**src/cfg_otp_pkg.sv**
```systemverilog
// shared constants and types for the configuration-mode command handler
package cfg_otp_pkg;

  // ----------------------------------------------------------------
  // register addresses
  // ----------------------------------------------------------------
  localparam logic [3:0] ADDR_USER = 4'h0;
  localparam logic [3:0] ADDR_CFG_A = 4'h1;
  localparam logic [3:0] ADDR_CFG_B = 4'h2;
  localparam logic [3:0] ADDR_CFG_C = 4'h3;
  localparam logic [3:0] ADDR_EXIT = 4'hA;
  localparam logic [3:0] ADDR_SN0 = 4'hB;
  localparam logic [3:0] ADDR_SN3 = 4'hE;
  localparam logic [3:0] ADDR_MFG_ID = 4'hF;
  localparam logic [3:0] ADDR_LAST_RAM = 4'h3;

  // ----------------------------------------------------------------
  // field values and positions
  // ----------------------------------------------------------------
  localparam logic [7:0] EXIT_VALUE = 8'h80;
  localparam int LOCK_BIT = 7;
  localparam logic [7:0] LOCK_MASK = 8'h80;
  localparam logic [2:0] SV_NORMAL = 3'h5;
  localparam logic [2:0] SV_ERROR = 3'h6;
  localparam logic [1:0] START_BITS = 2'h2;
  localparam logic [7:0] ZERO_BYTE = 8'h00;
  localparam logic [3:0] ZERO_ADDR = 4'h0;
  localparam logic [7:0] RAM_RESET = 8'h00;

  // ----------------------------------------------------------------
  // timing
  // ----------------------------------------------------------------
  localparam int CLK_MHZ = 200;
  localparam int FUSE_PROGRAM_TIME_US = 12000;
  localparam int FUSE_PROGRAM_CYCLES = FUSE_PROGRAM_TIME_US * CLK_MHZ;
  localparam int FUSE_BYTES = 4;
  localparam int TIMER_W = 22;

  // ----------------------------------------------------------------
  // types
  // ----------------------------------------------------------------
  typedef enum logic [3:0] {
    ST_INIT = 4'b0001,
    ST_RUN = 4'b0010,
    ST_CFG = 4'b0100,
    ST_PROG = 4'b1000
  } state_e;

  localparam int ST_CFG_BIT = 2;
  localparam int ST_PROG_BIT = 3;

  // command frame, bit 0 received first
  typedef struct packed {
    logic parity;
    logic [7:0] data;
    logic [3:0] addr;
    logic rw;
  } cmd_s;

  // handshake frame, bit 0 transmitted first
  typedef struct packed {
    logic parity;
    logic [3:0] addr;
    logic [7:0] data;
    logic [2:0] sv;
    logic [1:0] start;
  } hs_s;

  typedef logic [FUSE_BYTES-1:0][7:0] cu_bytes_t;

  typedef struct packed {
    state_e st;
    cu_bytes_t ram;
    logic locked;
    logic [1:0] idx;
    logic [TIMER_W-1:0] timer;
    logic hs_valid;
    hs_s hs;
    logic fuse_we;
    logic [1:0] fuse_addr;
    logic [7:0] fuse_data;
    logic restart;
  } state_s;

endpackage

```
**src/config_mode_otp_handshake.sv**
```systemverilog
// configuration-mode command handler with handshake replies and fuse programming
// How it works
// - every complete command in configuration mode gets one handshake
// - handshake data from RAM or fuses
// - parity error: state 110, zero data/address
// - unlocked write stores, returns read-back value
// - locked write ignored, returns fuse contents
// - read ignores data, returns RAM contents
// - RAM holds writes, or fuses once programmed
// - write 0x80 to exit address, still handshake
// - exit restarts phase 1, no reset
// - serial number and fixed ID readable
// - lock bit write programs four fuse bytes
// - programming takes about 12 ms
// - commands ignored during programming
// - programming done: handshake with third config register
// - programmed fuses copied to RAM at startup
// - device sets lock bit at end
// - lock bit reads programmed state, blocks writes
// - user register inert, config registers drive outputs
// - 18-bit handshake frame, even parity, LSB first
// - command frame: rw, address, data, parity
// - normal handshakes carry state 101
`timescale 1ns/1ps

module config_mode_otp_handshake #(
  parameter int FUSE_PROG_CYCLES = cfg_otp_pkg::FUSE_PROGRAM_CYCLES,
  parameter logic [7:0] MFG_ID = 8'h5C // arbitrary identification value
) (
  input wire logic clk,
  input wire logic arst_n,
  input wire logic cfg_enter,
  input wire logic cmd_valid,
  input wire cfg_otp_pkg::cmd_s cmd,
  input wire logic [31:0] serial_number,
  input wire cfg_otp_pkg::cu_bytes_t fuse_rd,
  input wire logic fuse_locked,
  output logic hs_valid,
  output cfg_otp_pkg::hs_s hs_frame,
  output logic in_config,
  output logic programming,
  output logic otp_locked,
  output logic phase1_start,
  output logic fuse_we,
  output logic [1:0] fuse_addr,
  output logic [7:0] fuse_data,
  output logic [7:0] config_reg_a,
  output logic [7:0] config_reg_b,
  output logic [7:0] config_reg_c
);

  // ----------------------------------------------------------------
  // timing
  // ----------------------------------------------------------------
  // each of the four bytes gets a quarter of the programming time
  localparam int STEP_INT = (FUSE_PROG_CYCLES / cfg_otp_pkg::FUSE_BYTES) < 1 ? 1 :
                            (FUSE_PROG_CYCLES / cfg_otp_pkg::FUSE_BYTES);
  localparam logic [cfg_otp_pkg::TIMER_W-1:0] STEP_LOAD = cfg_otp_pkg::TIMER_W'(STEP_INT - 1);

  cfg_otp_pkg::state_s s_q;
  cfg_otp_pkg::state_s s_d;

  // ----------------------------------------------------------------
  // helpers
  // ----------------------------------------------------------------
  function automatic cfg_otp_pkg::hs_s make_hs(input logic [3:0] a, input logic [7:0] d, input logic [2:0] sv);
    cfg_otp_pkg::hs_s h;
    h.start = cfg_otp_pkg::START_BITS;
    h.addr = a;
    h.data = d;
    h.sv = sv;
    h.parity = ^{a, d, sv};
    return h;
  endfunction

  function automatic logic [7:0] read_reg(input logic [3:0] a, input cfg_otp_pkg::cu_bytes_t ram,
                                          input logic [31:0] sn);
    logic [7:0] v;
    v = cfg_otp_pkg::ZERO_BYTE;
    if (a <= cfg_otp_pkg::ADDR_LAST_RAM) begin
      v = ram[a[1:0]];
    end else if (a >= cfg_otp_pkg::ADDR_SN0 && a <= cfg_otp_pkg::ADDR_SN3) begin
      v = sn[8*(a - cfg_otp_pkg::ADDR_SN0) +: 8];
    end else if (a == cfg_otp_pkg::ADDR_MFG_ID) begin
      v = MFG_ID;
    end
    return v;
  endfunction

  // ----------------------------------------------------------------
  // next state
  // ----------------------------------------------------------------
  always_comb begin
    logic [7:0] lock_byte;
    lock_byte = s_q.ram[cfg_otp_pkg::ADDR_CFG_C[1:0]] | cfg_otp_pkg::LOCK_MASK;
    s_d = s_q;
    s_d.hs_valid = 1'b0;
    s_d.fuse_we = 1'b0;
    s_d.restart = 1'b0;
    case (s_q.st)
      cfg_otp_pkg::ST_INIT: begin
        // phase 1: fuses overwrite RAM only when programmed
        if (fuse_locked) begin
          s_d.ram = fuse_rd;
        end
        s_d.locked = fuse_locked;
        s_d.st = cfg_otp_pkg::ST_RUN;
      end
      cfg_otp_pkg::ST_RUN: begin
        if (cfg_enter) begin
          s_d.st = cfg_otp_pkg::ST_CFG;
          s_d.hs_valid = 1'b1;
          s_d.hs = make_hs(cfg_otp_pkg::ADDR_CFG_C, s_q.ram[cfg_otp_pkg::ADDR_CFG_C[1:0]], cfg_otp_pkg::SV_NORMAL);
        end
      end
      cfg_otp_pkg::ST_CFG: begin
        if (cmd_valid) begin
          s_d.hs_valid = 1'b1;
          if (^cmd) begin
            s_d.hs = make_hs(cfg_otp_pkg::ZERO_ADDR, cfg_otp_pkg::ZERO_BYTE, cfg_otp_pkg::SV_ERROR);
          end else if (cmd.rw) begin
            s_d.hs = make_hs(cmd.addr, read_reg(cmd.addr, s_q.ram, serial_number), cfg_otp_pkg::SV_NORMAL);
          end else if (cmd.addr == cfg_otp_pkg::ADDR_EXIT) begin
            s_d.hs = make_hs(cmd.addr, cmd.data, cfg_otp_pkg::SV_NORMAL);
            if (cmd.data == cfg_otp_pkg::EXIT_VALUE) begin
              // back to phase 1 without touching the reset
              s_d.st = cfg_otp_pkg::ST_INIT;
              s_d.restart = 1'b1;
            end
          end else if (cmd.addr <= cfg_otp_pkg::ADDR_LAST_RAM) begin
            if (s_q.locked) begin
              s_d.hs = make_hs(cmd.addr, fuse_rd[cmd.addr[1:0]], cfg_otp_pkg::SV_NORMAL);
            end else begin
              s_d.ram[cmd.addr[1:0]] = cmd.data;
              s_d.hs = make_hs(cmd.addr, cmd.data, cfg_otp_pkg::SV_NORMAL);
              if (cmd.addr == cfg_otp_pkg::ADDR_CFG_C && cmd.data[cfg_otp_pkg::LOCK_BIT]) begin
                // acknowledge comes at the end of programming instead
                s_d.hs_valid = 1'b0;
                s_d.st = cfg_otp_pkg::ST_PROG;
                s_d.idx = 2'd0;
                s_d.timer = STEP_LOAD;
              end
            end
          end else begin
            // read-only or unused address: write has no effect
            s_d.hs = make_hs(cmd.addr, read_reg(cmd.addr, s_q.ram, serial_number), cfg_otp_pkg::SV_NORMAL);
          end
        end
      end
      cfg_otp_pkg::ST_PROG: begin
        // commands are dropped here; the tester must wait for the ack
        if (s_q.timer != '0) begin
          s_d.timer = s_q.timer - 1'b1;
        end else begin
          s_d.fuse_we = 1'b1;
          s_d.fuse_addr = s_q.idx;
          s_d.fuse_data = (s_q.idx == cfg_otp_pkg::ADDR_CFG_C[1:0]) ? lock_byte : s_q.ram[s_q.idx];
          if (s_q.idx == cfg_otp_pkg::ADDR_CFG_C[1:0]) begin
            s_d.locked = 1'b1;
            s_d.ram[cfg_otp_pkg::ADDR_CFG_C[1:0]] = lock_byte;
            s_d.st = cfg_otp_pkg::ST_CFG;
            s_d.hs_valid = 1'b1;
            s_d.hs = make_hs(cfg_otp_pkg::ADDR_CFG_C, lock_byte, cfg_otp_pkg::SV_NORMAL);
          end else begin
            s_d.idx = s_q.idx + 2'd1;
            s_d.timer = STEP_LOAD;
          end
        end
      end
      default: begin
        s_d.st = cfg_otp_pkg::ST_INIT;
      end
    endcase
  end

  always_ff @(posedge clk or negedge arst_n) begin
    if (!arst_n) begin
      s_q <= '{st: cfg_otp_pkg::ST_INIT, ram: {cfg_otp_pkg::FUSE_BYTES{cfg_otp_pkg::RAM_RESET}}, default: '0};
    end else begin
      s_q <= s_d;
    end
  end

  // ----------------------------------------------------------------
  // outputs
  // ----------------------------------------------------------------
  // the user register is kept but drives nothing
  assign config_reg_a = s_q.ram[cfg_otp_pkg::ADDR_CFG_A[1:0]];
  assign config_reg_b = s_q.ram[cfg_otp_pkg::ADDR_CFG_B[1:0]];
  assign config_reg_c = s_q.ram[cfg_otp_pkg::ADDR_CFG_C[1:0]];
  assign hs_valid = s_q.hs_valid;
  assign hs_frame = s_q.hs;
  assign in_config = s_q.st[cfg_otp_pkg::ST_CFG_BIT];
  assign programming = s_q.st[cfg_otp_pkg::ST_PROG_BIT];
  assign otp_locked = s_q.locked;
  assign phase1_start = s_q.restart;
  assign fuse_we = s_q.fuse_we;
  assign fuse_addr = s_q.fuse_addr;
  assign fuse_data = s_q.fuse_data;

  logic cmd_in_cfg;
  logic good_write;
  assign cmd_in_cfg = cmd_valid && s_q.st == cfg_otp_pkg::ST_CFG;
  assign good_write = cmd_in_cfg && !(^cmd) && !cmd.rw && cmd.addr <= cfg_otp_pkg::ADDR_LAST_RAM;

  // ----------------------------------------------------------------
  // checks: replies and register access
  // ----------------------------------------------------------------
  // the lock write is the one command answered late, by the end of programming
  logic lock_write;
  assign lock_write = good_write && !s_q.locked && cmd.addr == cfg_otp_pkg::ADDR_CFG_C
    && cmd.data[cfg_otp_pkg::LOCK_BIT];
endmodule

```
**config.mk**
```make
export PLATFORM = sky130hd
export DESIGN_NAME = config_mode_otp_handshake
export DESIGN_NICKNAME = d
export VERILOG_FILES = /design/src/cfg_otp_pkg.sv /design/src/config_mode_otp_handshake.sv
export SDC_FILE = /design/constraint.sdc
export NUM_CORES = 1
export LEC_CHECK = 0
export BUFFER_PORTS_ARGS = -buffer_cell sky130_fd_sc_hd__buf_2
export CORE_ASPECT_RATIO = 1.25
export CORE_UTILIZATION = 55
export CTS_CLUSTER_SIZE = 20
export DETAILED_ROUTE_END_ITERATION = 10
export GPL_TIMING_DRIVEN = 0
export PLACE_DENSITY = 0.8
export SLEW_MARGIN = 20
export SYNTH_ARGS = -nofsm -noshare
export SYNTH_HDL_FRONTEND = slang
export SYNTH_SLANG_ARGS = --single-unit
```
**constraint.sdc**
```tcl
create_clock -name clk -period 3.2 [get_ports clk]
set_input_delay 0 -clock clk [delete_from_list [all_inputs] [get_ports clk]]
set_output_delay 0 -clock clk [all_outputs]
set_load 0.05 [all_outputs]
```
==> results.json, run 1 <==
{
  "status": "finished clean",
  "synth_edf_count": 0,
  "p_sw_w": 0.00289,
  "drt-wirelength-per-cell_microns": 21.7,
  "seqPwrFrac_pct": 29.4,
  "clockRootBuffer": "clkbuf_16",
  "synth_seq_area_share_pct": 33.4,
  "critPathBufInv": 3,
  "crit_required_ns": 3.48,
  "globalRouteTotalUtil_pct": 35.5,
  "crit_type": "reg -> reg",
  "cap_violations": 0,
  "place_area_sq_mm": 0.00766,
  "dieArea_sq_mm": 0.0127,
  "drt-initial-drc-count": 666,
  "slowest_stage": "nor3_1",
  "worstMarginPinSlew_ns": 0.843,
  "netlist_area_sq_mm": 0.00676,
  "via_count": 6279,
  "cp-end-kind": "flop",
  "top_usage_layer": "met2",
  "instances_no_fill": 998,
  "arrival_ns": 3.25,
  "antenna_left": 0,
  "p_int_w": 0.00348,
  "synthCells": 673,
  "insertion_delay_ns": 0.36,
  "grt_antenna_before_repair": 0,
  "final_common_cell": "buf_2",
  "postCtsSetupRepairBufs": 0,
  "worst_hold_path_type": "in -> reg",
  "htreeDepth": 3,
  "grt-ovfl-total": 0,
  "grt_max_degree": 54,
  "gp_congestion": 0.966,
  "syn-num-nets": 764,
  "nNetsFinal": 923,
  "power.leakage_nw": 3.58,
  "crit_path_frequent_cell": "clkbuf_1",
  "synth_top_cell_by_area": "dfrtp_1",
  "synth_async_sr_flop_share_pct": 100,
  "vdd_drop_max_uv": 732,
  "start_kind": "flop",
  "grt_pass1_vias": 6277,
  "period_minus_slack_ns": 2.97,
  "ys_ff_latch": 90,
  "wl_microns": 21600,
  "first_pass_iters": 5,
  "setup_tns_ns": 0,
  "finClkSkew_ns": 0.00858,
  "use_met2_pct": 59.1,
  "cts_tree": "yes",
  "start_util_pct": 57.3,
  "powerDensity_mw_per_mm2": 782,
  "areaGrowthSynthToFinish_pct": 20.4,
  "report.final.slew_viol_count": 0,
  "die_width_microns": 101,
  "grtUsageMet1_pct": 43.6,
  "seqCellArea_sq_mm": 0.00225,
  "setup_viol": 0,
  "die_h_microns": 126,
  "dp_hpwl_microns": 16700,
  "io_pins": 141,
  "yosysUniqueCellTypes": 75,
  "clk_path_buf_depth": 2,
  "final_util_pct": 69.1,
  "finalHoldViolCount": 0,
  "rsz0062_at_grt": "false",
  "combPwrFrac_pct": 53.7,
  "path_clk_slew_ns": 0.08,
  "viasPerCell": 6.29,
  "crit_family": "buffers and inverters",
  "row_count": 44,
  "sw_frac_of_total_pct": 45.4,
  "core_sq_mm": 0.0118,
  "cts_made_buffers": 9,
  "dp.cells": 968,
  "remaining_drc_errors": 0,
  "crit_fanout": 10,
  "fill_cells": 924,
  "diodes": 0,
  "crit_path_cell_trace": "clkbuf_1 > nand2b_1 > nor3_1 > clkbuf_1 > clkbuf_1 > o21ai_0 > a2bb2oi_2",
  "stdcell_area_sq_mm": 0.00814,
  "drive_gt1_share_pct": 36.0,
  "syn_avg_cell_area_sq_um": 10.0,
  "clkPwrFrac_pct": 17.0,
  "final_cell_mix": "buf_2, dfrtp_1, nand2_1",
  "synthTopCellsByArea": "dfrtp_1, mux4_2, buf_4, nand2_1, o21ai_0",
  "finalCritPeriodShare_pct": 92.8,
  "grt_pass1_wl_microns": 33600,
  "grt.met3_usage_pct": 5.44,
  "synth_ff_type": "dfrtp_1",
  "synth_top_area_share_pct": 33.0,
  "critPathMaxStageDelay_ns": 0.66,
  "clkSinkCount": 90,
  "yosysWarningCount": 0,
  "slew_headroom_pct": 43.4,
  "max_freq_ghz": 0.337,
  "multi_input_area_sq_mm": 0.00387,
  "port_buffers": 133
}
==> per-stage QoR <==
stage	power, W	setup slack [ns]	hold slack, ns
after CTS	0.00633	0.00839	0.00260
after detailed placement	0.00525	-0.648	-0.0780
after global placement	0.00519	-0.603	0.234
after floorplan	0.00443	0.300	-0.296
final	0.00637	0.232	0.00874
after global routing	0.00663	0.0254	0.0188
==> power groups by stage <==
| stage | registers, W | clock network (W) | logic (W) |
|---|---|---|---|
| 6_report | 0.00187 | 0.00108 | 0.00342 |
| 5_1_grt | 0.00190 | 0.00112 | 0.00361 |
| 3_5_place_dp | 0.00187 | 0 | 0.00338 |
| 4_1_cts | 0.00185 | 0.00108 | 0.00340 |
| 2_1_floorplan | 0.00174 | 0 | 0.00269 |
| 3_3_place_gp | 0.00185 | 0 | 0.00333 |
==> worst reg2reg max path, delay by kind of cell (launching register included) <==
kind	cells	cell delay, ns
flip-flops	1	0.35
AND/OR/NAND/NOR	2	0.79
buffers and inverters	3	1.26
AO/OA/AOI/OAI	2	0.49
==> timing repair <==
item | in CTS | in global routing
endpoints found under the hold margin | 105 | 0
setup endpoints to repair | 1 | 28
gates resized for setup | 1 | 4
hold buffers | 16 | 0
==> per-layer routing <==
layer  wire, microns  vias up  part of all wire, %
li1                -     2803                    -
met1            8050     3055                   37
met2           10900      341                   50
met3            1540       80                  7.1
met4            1160        0                  5.3
met5               0        -                    0
==> kinds of logic (layout without fill, tap and decap cells) <==
family,Yosys count,in the layout,synth area share [%]
muxes,42,42,12.4
DFF,90,90,33.4
adders and majority gates,8,8,1.48
other,1,1,0.0555
and+or+nand+nor,190,190,14.1
buffers and inverters,107,271,9.76
AOI/OAI and AO/OA,194,194,21.9
xor gates and xnor gates,41,41,7.04
==> layout make-up <==
class	count	share of cell area [%]
timing repair buffer	150	10.6
tap	161	2.48
multi-input combinational	476	47.5
clock buffer	9	2.77
sequential	90	27.7
clock inverter	7	0.907
inverter	12	0.584
buffer	93	7.49
==> sequential cells by signal, indices dropped and copies added (netlist names) <==
register and flops:
config_reg_c 8, fuse_we 1, programming 1, fuse_addr 2
phase1_start 1, hs_valid 1, otp_locked 1, hs_frame 16
config_reg_a 8, s_q 34, in_config 1, fuse_data 8
config_reg_b 8
==> cells in the mapped netlist, types with 5 or more instances <==
cell type	instances
nand2b_1	9
o22ai_1	15
a31oi_1	11
xnor2_1	23
nor3_1	13
ha_1	8
nor2b_1	5
xnor3_1	5
nand3_1	7
buf_4	55
mux4_2	33
dfrtp_1	89
inv_1	9
o2bb2ai_1	16
a221o_1	8
a2bb2oi_2	12
o21ai_0	42
buf_2	13
nor4_1	8
xor2_1	10
a22oi_1	12
a21oi_1	28
nand2_1	68
a32oi_1	7
mux2i_1	8
clkbuf_1	19
and2_1	6
a211oi_1	7
nor2_1	42
==> worst paths after layout <==
check                                              start                           to  slack [ns]  depth (start not counted)
worst max-delay path               in_config$_DFFE_PN0P_  config_reg_b[7]$_DFFE_PN0P_        0.23                          7
worst min-delay path                          fuse_rd[1]          s_q[57]$_DFFE_PN0P_       0.009                          3
worst max register to register     in_config$_DFFE_PN0P_  config_reg_b[7]$_DFFE_PN0P_        0.23                          7
worst min register to register  fuse_addr[0]$_DFFE_PN0P_     fuse_addr[0]$_DFFE_PN0P_        0.48                          2
max in group asynchronous                         arst_n          s_q[31]$_DFFE_PN0P_        2.49                          3
min in group asynchronous                         arst_n     hs_frame[15]$_DFFE_PN0P_        0.11                          2
Power figures use the tool's default switching activity.
==> run 2, diff against run 1 <==
--- a/config.mk
+++ b/config.mk
@@ -6,12 +6,15 @@
 export NUM_CORES = 1
 export LEC_CHECK = 0
 export BUFFER_PORTS_ARGS = -buffer_cell sky130_fd_sc_hd__buf_2
+export CELL_PAD_IN_SITES_DETAIL_PLACEMENT = 1
+export CELL_PAD_IN_SITES_GLOBAL_PLACEMENT = 2
 export CORE_ASPECT_RATIO = 1.25
-export CORE_UTILIZATION = 55
+export CORE_UTILIZATION = 35
 export CTS_CLUSTER_SIZE = 20
 export DETAILED_ROUTE_END_ITERATION = 10
+export GPL_ROUTABILITY_DRIVEN = 0
 export GPL_TIMING_DRIVEN = 0
-export PLACE_DENSITY = 0.8
+export PLACE_DENSITY_LB_ADDON = 0.1
 export SLEW_MARGIN = 20
 export SYNTH_ARGS = -nofsm -noshare
 export SYNTH_HDL_FRONTEND = slang
==> run 2 against run 1 <==
Compared with the run above:
- the flow now finishes with violations (negative hold slack)
- die area grew 56%
- total power grew 1.6%
- setup slack lost 0.0085 ns
- sequential share of layout area shrank 0.47 points
- design area grew 1.7%
- register-to-register slack is essentially flat
- clock skew grew 0.0013 ns
- largest cell class unchanged
- largest power group unchanged
- highest routed layer unchanged
==> results.json, run 2 (synthesis gave the netlist of run 1 again) <==
{
  "first_pass_iters": 5,
  "start_kind": "input port",
  "fill_cells": 2172,
  "crit_type": "in -> reg",
  "globalRouteTotalUtil_pct": 25.7,
  "dp_hpwl_microns": 19500,
  "critPathBufInv": 4,
  "final_common_cell": "buf_2",
  "grt_max_degree": 54,
  "finClkSkew_ns": 0.00993,
  "drt-initial-drc-count": 298,
  "instances_no_fill": 1075,
  "arrival_ns": 3.22,
  "die_width_microns": 126,
  "power.leakage_nw": 3.61,
  "core_sq_mm": 0.0188,
  "crit_path_cell_trace": "buf_2 > buf_4 > clkbuf_4 > inv_1 > ha_2 > mux4_2 > a21oi_1 > nor2_1 > xnor3_1 > xnor3_1 > a222oi_1",
  "crit_path_frequent_cell": "xnor3_1",
  "clk_path_buf_depth": 2,
  "diodes": 0,
  "path_clk_slew_ns": 0.07,
  "antenna_left": 0,
  "clockRootBuffer": "clkbuf_16",
  "power_w": 0.00647,
  "final_util_pct": 43.9,
  "crit_family": "buffers and inverters",
  "top_register": "s_q",
  "io_pins": 141,
  "violations": "negative hold slack",
  "seqPwrFrac_pct": 28.7,
  "hold_slack_ns": -0.00376,
  "finalCritPeriodShare_pct": 93.0,
  "clkPwrFrac_pct": 16.9,
  "cp-end-kind": "flop",
  "grt-ovfl-total": 0,
  "rsz0062_at_grt": "false",
  "grt_pass1_vias": 6430,
  "period_minus_slack_ns": 2.98,
  "slew_headroom_pct": 42.3,
  "crit_required_ns": 3.44,
  "grt_pass1_wl_microns": 38200,
  "insertion_delay_ns": 0.36,
  "cts_tree": "yes",
  "drive_gt1_share_pct": 36.1,
  "dieArea_sq_mm": 0.0199,
  "viasPerCell": 5.78,
  "p_sw_w": 0.00294,
  "htreeDepth": 3,
  "dp.cells": 1039,
  "drt-wirelength-per-cell_microns": 23.5,
  "port_buffers": 133,
  "worstMarginPinSlew_ns": 0.865,
  "clkSinkCount": 90,
  "status": "finished with violations",
  "nNetsFinal": 929,
  "worst_hold_path_type": "in -> reg",
  "areaGrowthSynthToFinish_pct": 22.5,
  "die_h_microns": 157,
  "critPathMaxStageDelay_ns": 0.51,
  "crit_fanout": 10,
  "finalHoldViolCount": 1,
  "powerDensity_mw_per_mm2": 781,
  "wl_microns": 25300,
  "cap_violations": 0,
  "largest_reg_flops": 34,
  "cts_made_buffers": 9,
  "vdd_drop_max_uv": 292,
  "max_freq_ghz": 0.336,
  "row_count": 56,
  "final_cell_mix": "buf_2, dfrtp_1, nand2_1",
  "start_util_pct": 35.8,
  "p_int_w": 0.00353,
  "remaining_drc_errors": 0,
  "grt_antenna_before_repair": 0,
  "sw_frac_of_total_pct": 45.5,
  "via_count": 6217,
  "setup_viol": 0,
  "report.final.slew_viol_count": 0,
  "slowest_stage": "ha_2",
  "combPwrFrac_pct": 54.3
}
==> run 2: metrics by stage <==
step                instance area (sq um)  setup WS, ns  TNS (ns)
finish                               8280         0.223         0
global route                         8280       0.00519         0
CTS                                  8250        0.0362         0
detailed placement                   7750        -0.879     -3.98
global placement                     7710        -0.732     -2.29
floorplan                            6760         0.300         0
==> run 2: path summary, 6_finish.rpt <==
path | start | to | slack (ns) | depth (start not counted)
worst min-delay path | fuse_rd[3] | s_q[59]$_DFFE_PN0P_ | -0.004 | 3
worst max register to register | s_q[42]$_DFFE_PN0P_ | fuse_data[7]$_DFFE_PN0P_ | 0.23 | 7
min in group asynchronous | arst_n | hs_frame[3]$_DFFE_PN0P_ | 0.13 | 2
worst max-delay path | cmd[1] | hs_frame[17]$_DFFE_PN0P_ | 0.22 | 11
max in group asynchronous | arst_n | config_reg_b[1]$_DFFE_PN0P_ | 2.44 | 3
worst min register to register | fuse_addr[0]$_DFFE_PN0P_ | fuse_addr[0]$_DFFE_PN0P_ | 0.49 | 2
==> run 2: routing by layer <==
metal | vias up | share of wire (%) | track usage [%]
li1 | 2807 | - | -
met1 | 3178 | 42 | 31.8
met2 | 191 | 51 | 44.8
met3 | 41 | 3.9 | 3.37
met4 | 0 | 3.2 | 11.2
met5 | - | 0 | 0
==> run 2: final cells by class <==
cell class	count	area [sq um]	share of cell area, %
multi-input combinational	476	3870	46.8
inverter	12	47.5	0.574
clock inverter	3	22.5	0.272
sequential	90	2250	27.2
timing repair buffer	156	915	11.0
buffer	93	607	7.33
tap	232	290	3.51
clock buffer	13	270	3.26
==> run 2: power groups by stage <==
| stage | clock, W | combinational, W | sequential, W |
|---|---|---|---|
| after detailed placement | 0 | 0.00349 | 0.00188 |
| after global placement | 0 | 0.00344 | 0.00186 |
| after global routing | 0.00115 | 0.00369 | 0.00189 |
| final | 0.00110 | 0.00351 | 0.00186 |
| after floorplan | 0 | 0.00269 | 0.00174 |
| after CTS | 0.00111 | 0.00353 | 0.00186 |
==> run 2: timing repair <==
| action | CTS | global route |
|---|---|---|
| endpoints found under the hold margin | 109 | 0 |
| gates resized for setup | 3 | 4 |
| hold buffers | 20 | 0 |
| setup endpoints to repair | 22 | 15 |
| buffers inserted | 0 | 2 |
==> run 2: worst reg2reg max path: stages, from the launching register on <==
cell and delay [ns]:
dfrtp_1 0.43, nor4_1 0.60, nand4b_1 0.27, or4b_1 0.60
or2_1 0.27, buf_2 0.21, nor3_1 0.38, nor2_1 0.08
==> run 3, diff against run 2 <==
--- a/config.mk
+++ b/config.mk
@@ -9,7 +9,7 @@
 export CELL_PAD_IN_SITES_DETAIL_PLACEMENT = 1
 export CELL_PAD_IN_SITES_GLOBAL_PLACEMENT = 2
 export CORE_ASPECT_RATIO = 1.25
-export CORE_UTILIZATION = 35
+export CORE_UTILIZATION = 38
 export CTS_CLUSTER_SIZE = 20
 export DETAILED_ROUTE_END_ITERATION = 10
 export GPL_ROUTABILITY_DRIVEN = 0
==> constraint.sdc (replaced) <==
create_clock -name clk -period 3.9 [get_ports clk]
set_input_delay 0 -clock clk [delete_from_list [all_inputs] [get_ports clk]]
set_output_delay 0 -clock clk [all_outputs]
set_load 0.05 [all_outputs]
==> run 3 against run 2 <==
Compared with the run above:
- the flow now finishes without violations
- flip-flop and latch count unchanged
- register-to-register slack improved by 0.11 ns
- setup slack improved by 0.11 ns
- core utilization increased by 3.3 points
- clock skew increased by 0.0024 ns
- wire length decreased by 1.8%
- sequential power decreased by 18%
- sequential share of layout area increased by 0.17 points
- first-iteration DRC count decreased by 0.34%
- die area decreased by 7.8%
- final cell count decreased by 0.84%
==> results.json, run 3 (synthesis gave the netlist of run 1 again) <==
{
  "status": "finished clean",
  "arrival_ns": 3.76,
  "grt_max_degree": 74,
  "io_pins": 141,
  "cp-end-kind": "flop",
  "viasPerCell": 5.90,
  "largest_reg_flops": 34,
  "grt.met3_usage_pct": 3.77,
  "remaining_drc_errors": 0,
  "final_util_pct": 47.2,
  "fin_ws_ns": 0.336,
  "core_sq_mm": 0.0174,
  "power.leakage_nw": 3.58,
  "start_kind": "flop",
  "worstMarginPinSlew_ns": 1.01,
  "first_pass_iters": 5,
  "grt-ovfl-total": 0,
  "multi_input_area_sq_mm": 0.00384,
  "insertion_delay_ns": 0.36,
  "reg2reg_slack_ns": 0.34,
  "place_area_sq_mm": 0.00774,
  "row_count": 54,
  "grt_antenna_before_repair": 0,
  "grtUsageMet1_pct": 35.0,
  "vdd_drop_max_uv": 356,
  "crit_path_cell_trace": "inv_1 > ha_1 > nor4b_2 > nand3_1 > nor4_1 > o21ai_1 > or4_1 > a31oi_1 > a222oi_1",
  "drive_gt1_share_pct": 35.4,
  "stdcell_area_sq_mm": 0.00823,
  "grt_pass1_vias": 6540,
  "dp_slack_ns": -0.215,
  "finalCritPeriodShare_pct": 91.4,
  "dieArea_sq_mm": 0.0183,
  "htreeDepth": 3,
  "finClkSkew_ns": 0.0124,
  "antenna_left": 0,
  "crit_required_ns": 4.10,
  "diodes": 0,
  "seqCellArea_sq_mm": 0.00225,
  "cts_tree": "yes",
  "clk_path_buf_depth": 2,
  "nNetsFinal": 928,
  "dp_hpwl_microns": 18800,
  "period_minus_slack_ns": 3.56,
  "use_met2_pct": 48.9,
  "grt_pass1_wl_microns": 38000,
  "report.final.slew_viol_count": 0,
  "crit_start": "s_q[31]$_DFFE_PN0P_",
  "die_width_microns": 121,
  "max_freq_ghz": 0.281,
  "crit_fanout": 9,
  "crit_type": "reg -> reg",
  "setup_viol": 0,
  "slew_headroom_pct": 32.2,
  "top_register": "s_q",
  "r2r_cells": 9,
  "fill_cells": 2007,
  "path_clk_slew_ns": 0.07,
  "top_usage_layer": "met2",
  "final_common_cell": "buf_2",
  "cap_violations": 0,
  "die_h_microns": 151,
  "clkSinkCount": 90,
  "setup_tns_ns": 0,
  "drt-initial-drc-count": 297,
  "wl_microns": 24800,
  "drt-wirelength-per-cell_microns": 23.3,
  "port_buffers": 133,
  "areaGrowthSynthToFinish_pct": 21.8,
  "finalHoldViolCount": 0,
  "final_cell_mix": "buf_2, dfrtp_1, nand2_1",
  "cp-endpoint": "hs_frame[17]$_DFFE_PN0P_",
  "worst_hold_path_type": "in -> reg",
  "critPathMaxStageDelay_ns": 0.65,
  "via_count": 6286,
  "slowest_stage": "or4_1",
  "r2r_start": "s_q[31]$_DFFE_PN0P_",
  "clockRootBuffer": "clkbuf_16",
  "rsz0062_at_grt": "false",
  "start_util_pct": 38.8,
  "r2r_end": "hs_frame[17]$_DFFE_PN0P_",
  "cts_made_buffers": 9,
  "powerDensity_mw_per_mm2": 647,
  "power_w": 0.00533,
  "globalRouteTotalUtil_pct": 28.0
}
run 3: worst max-delay path, delay by kind of cell (launching register included):
family          cells  cell delay, ns
simple gates        4            1.89
compound gates      3            0.74
flops               1            0.44
fa+ha+maj           1            0.22
buf+inv             1            0.09
run 3: where the power goes:
| part | internal (W) | switching (W) |
|---|---|---|
| Clock | 0.000516 | 0.000412 |
| Sequential | 0.00118 | 0.000338 |
| Combinational | 0.00122 | 0.00165 |
run 3: worst min-delay path by stage:
stage	end	slack [ns]	cells past startpoint	start
finish	config_reg_a[1]$_DFFE_PN0P_	0.01	3	fuse_rd[9]
global route	config_reg_b[5]$_DFFE_PN0P_	0.02	3	fuse_rd[21]
CTS	config_reg_a[1]$_DFFE_PN0P_	0.002	3	fuse_rd[9]
detailed placement	hs_frame[2]$_DFFE_PN0P_	-0.14	1	arst_n
global placement	s_q[89]$_DFFE_PN0P_	0.23	2	cfg_enter
floorplan	config_reg_a[0]$_DFFE_PN0P_	-0.30	0	arst_n
run 3: repair_timing:
action / 4_1_cts / 5_1_grt
hold endpoints to repair: 108 / 0
setup endpoints to repair: 0 / 1
setup buffers: 0 / 0
hold buffers: 20 / 0
resized for setup: 0 / 0
run 3: metrics by stage:
stage	cells	hold slack [ns]
after floorplan	673	-0.296
after global placement	1030	0.228
after detailed placement	1031	-0.142
after CTS	1067	0.00178
after global routing	1066	0.0243
final	1066	0.0149
run 3: area by class of cell:
class | instances | area share (%)
Tap cell | 224 | 3.41
Multi-Input combinational cell | 476 | 46.7
Sequential cell | 90 | 27.4
Clock buffer | 12 | 3.00
Buffer | 94 | 7.39
Inverter | 12 | 0.578
Clock inverter | 4 | 0.593
Timing Repair Buffer | 154 | 10.9
run 3: metal layers:
| metal | vias to the layer above | wire, microns |
|---|---|---|
| met4 | 0 | 606 |
| li1 | 2802 | - |
| met3 | 35 | 1170 |
| met2 | 230 | 12700 |
| met5 | - | 0 |
| met1 | 3219 | 10400 |
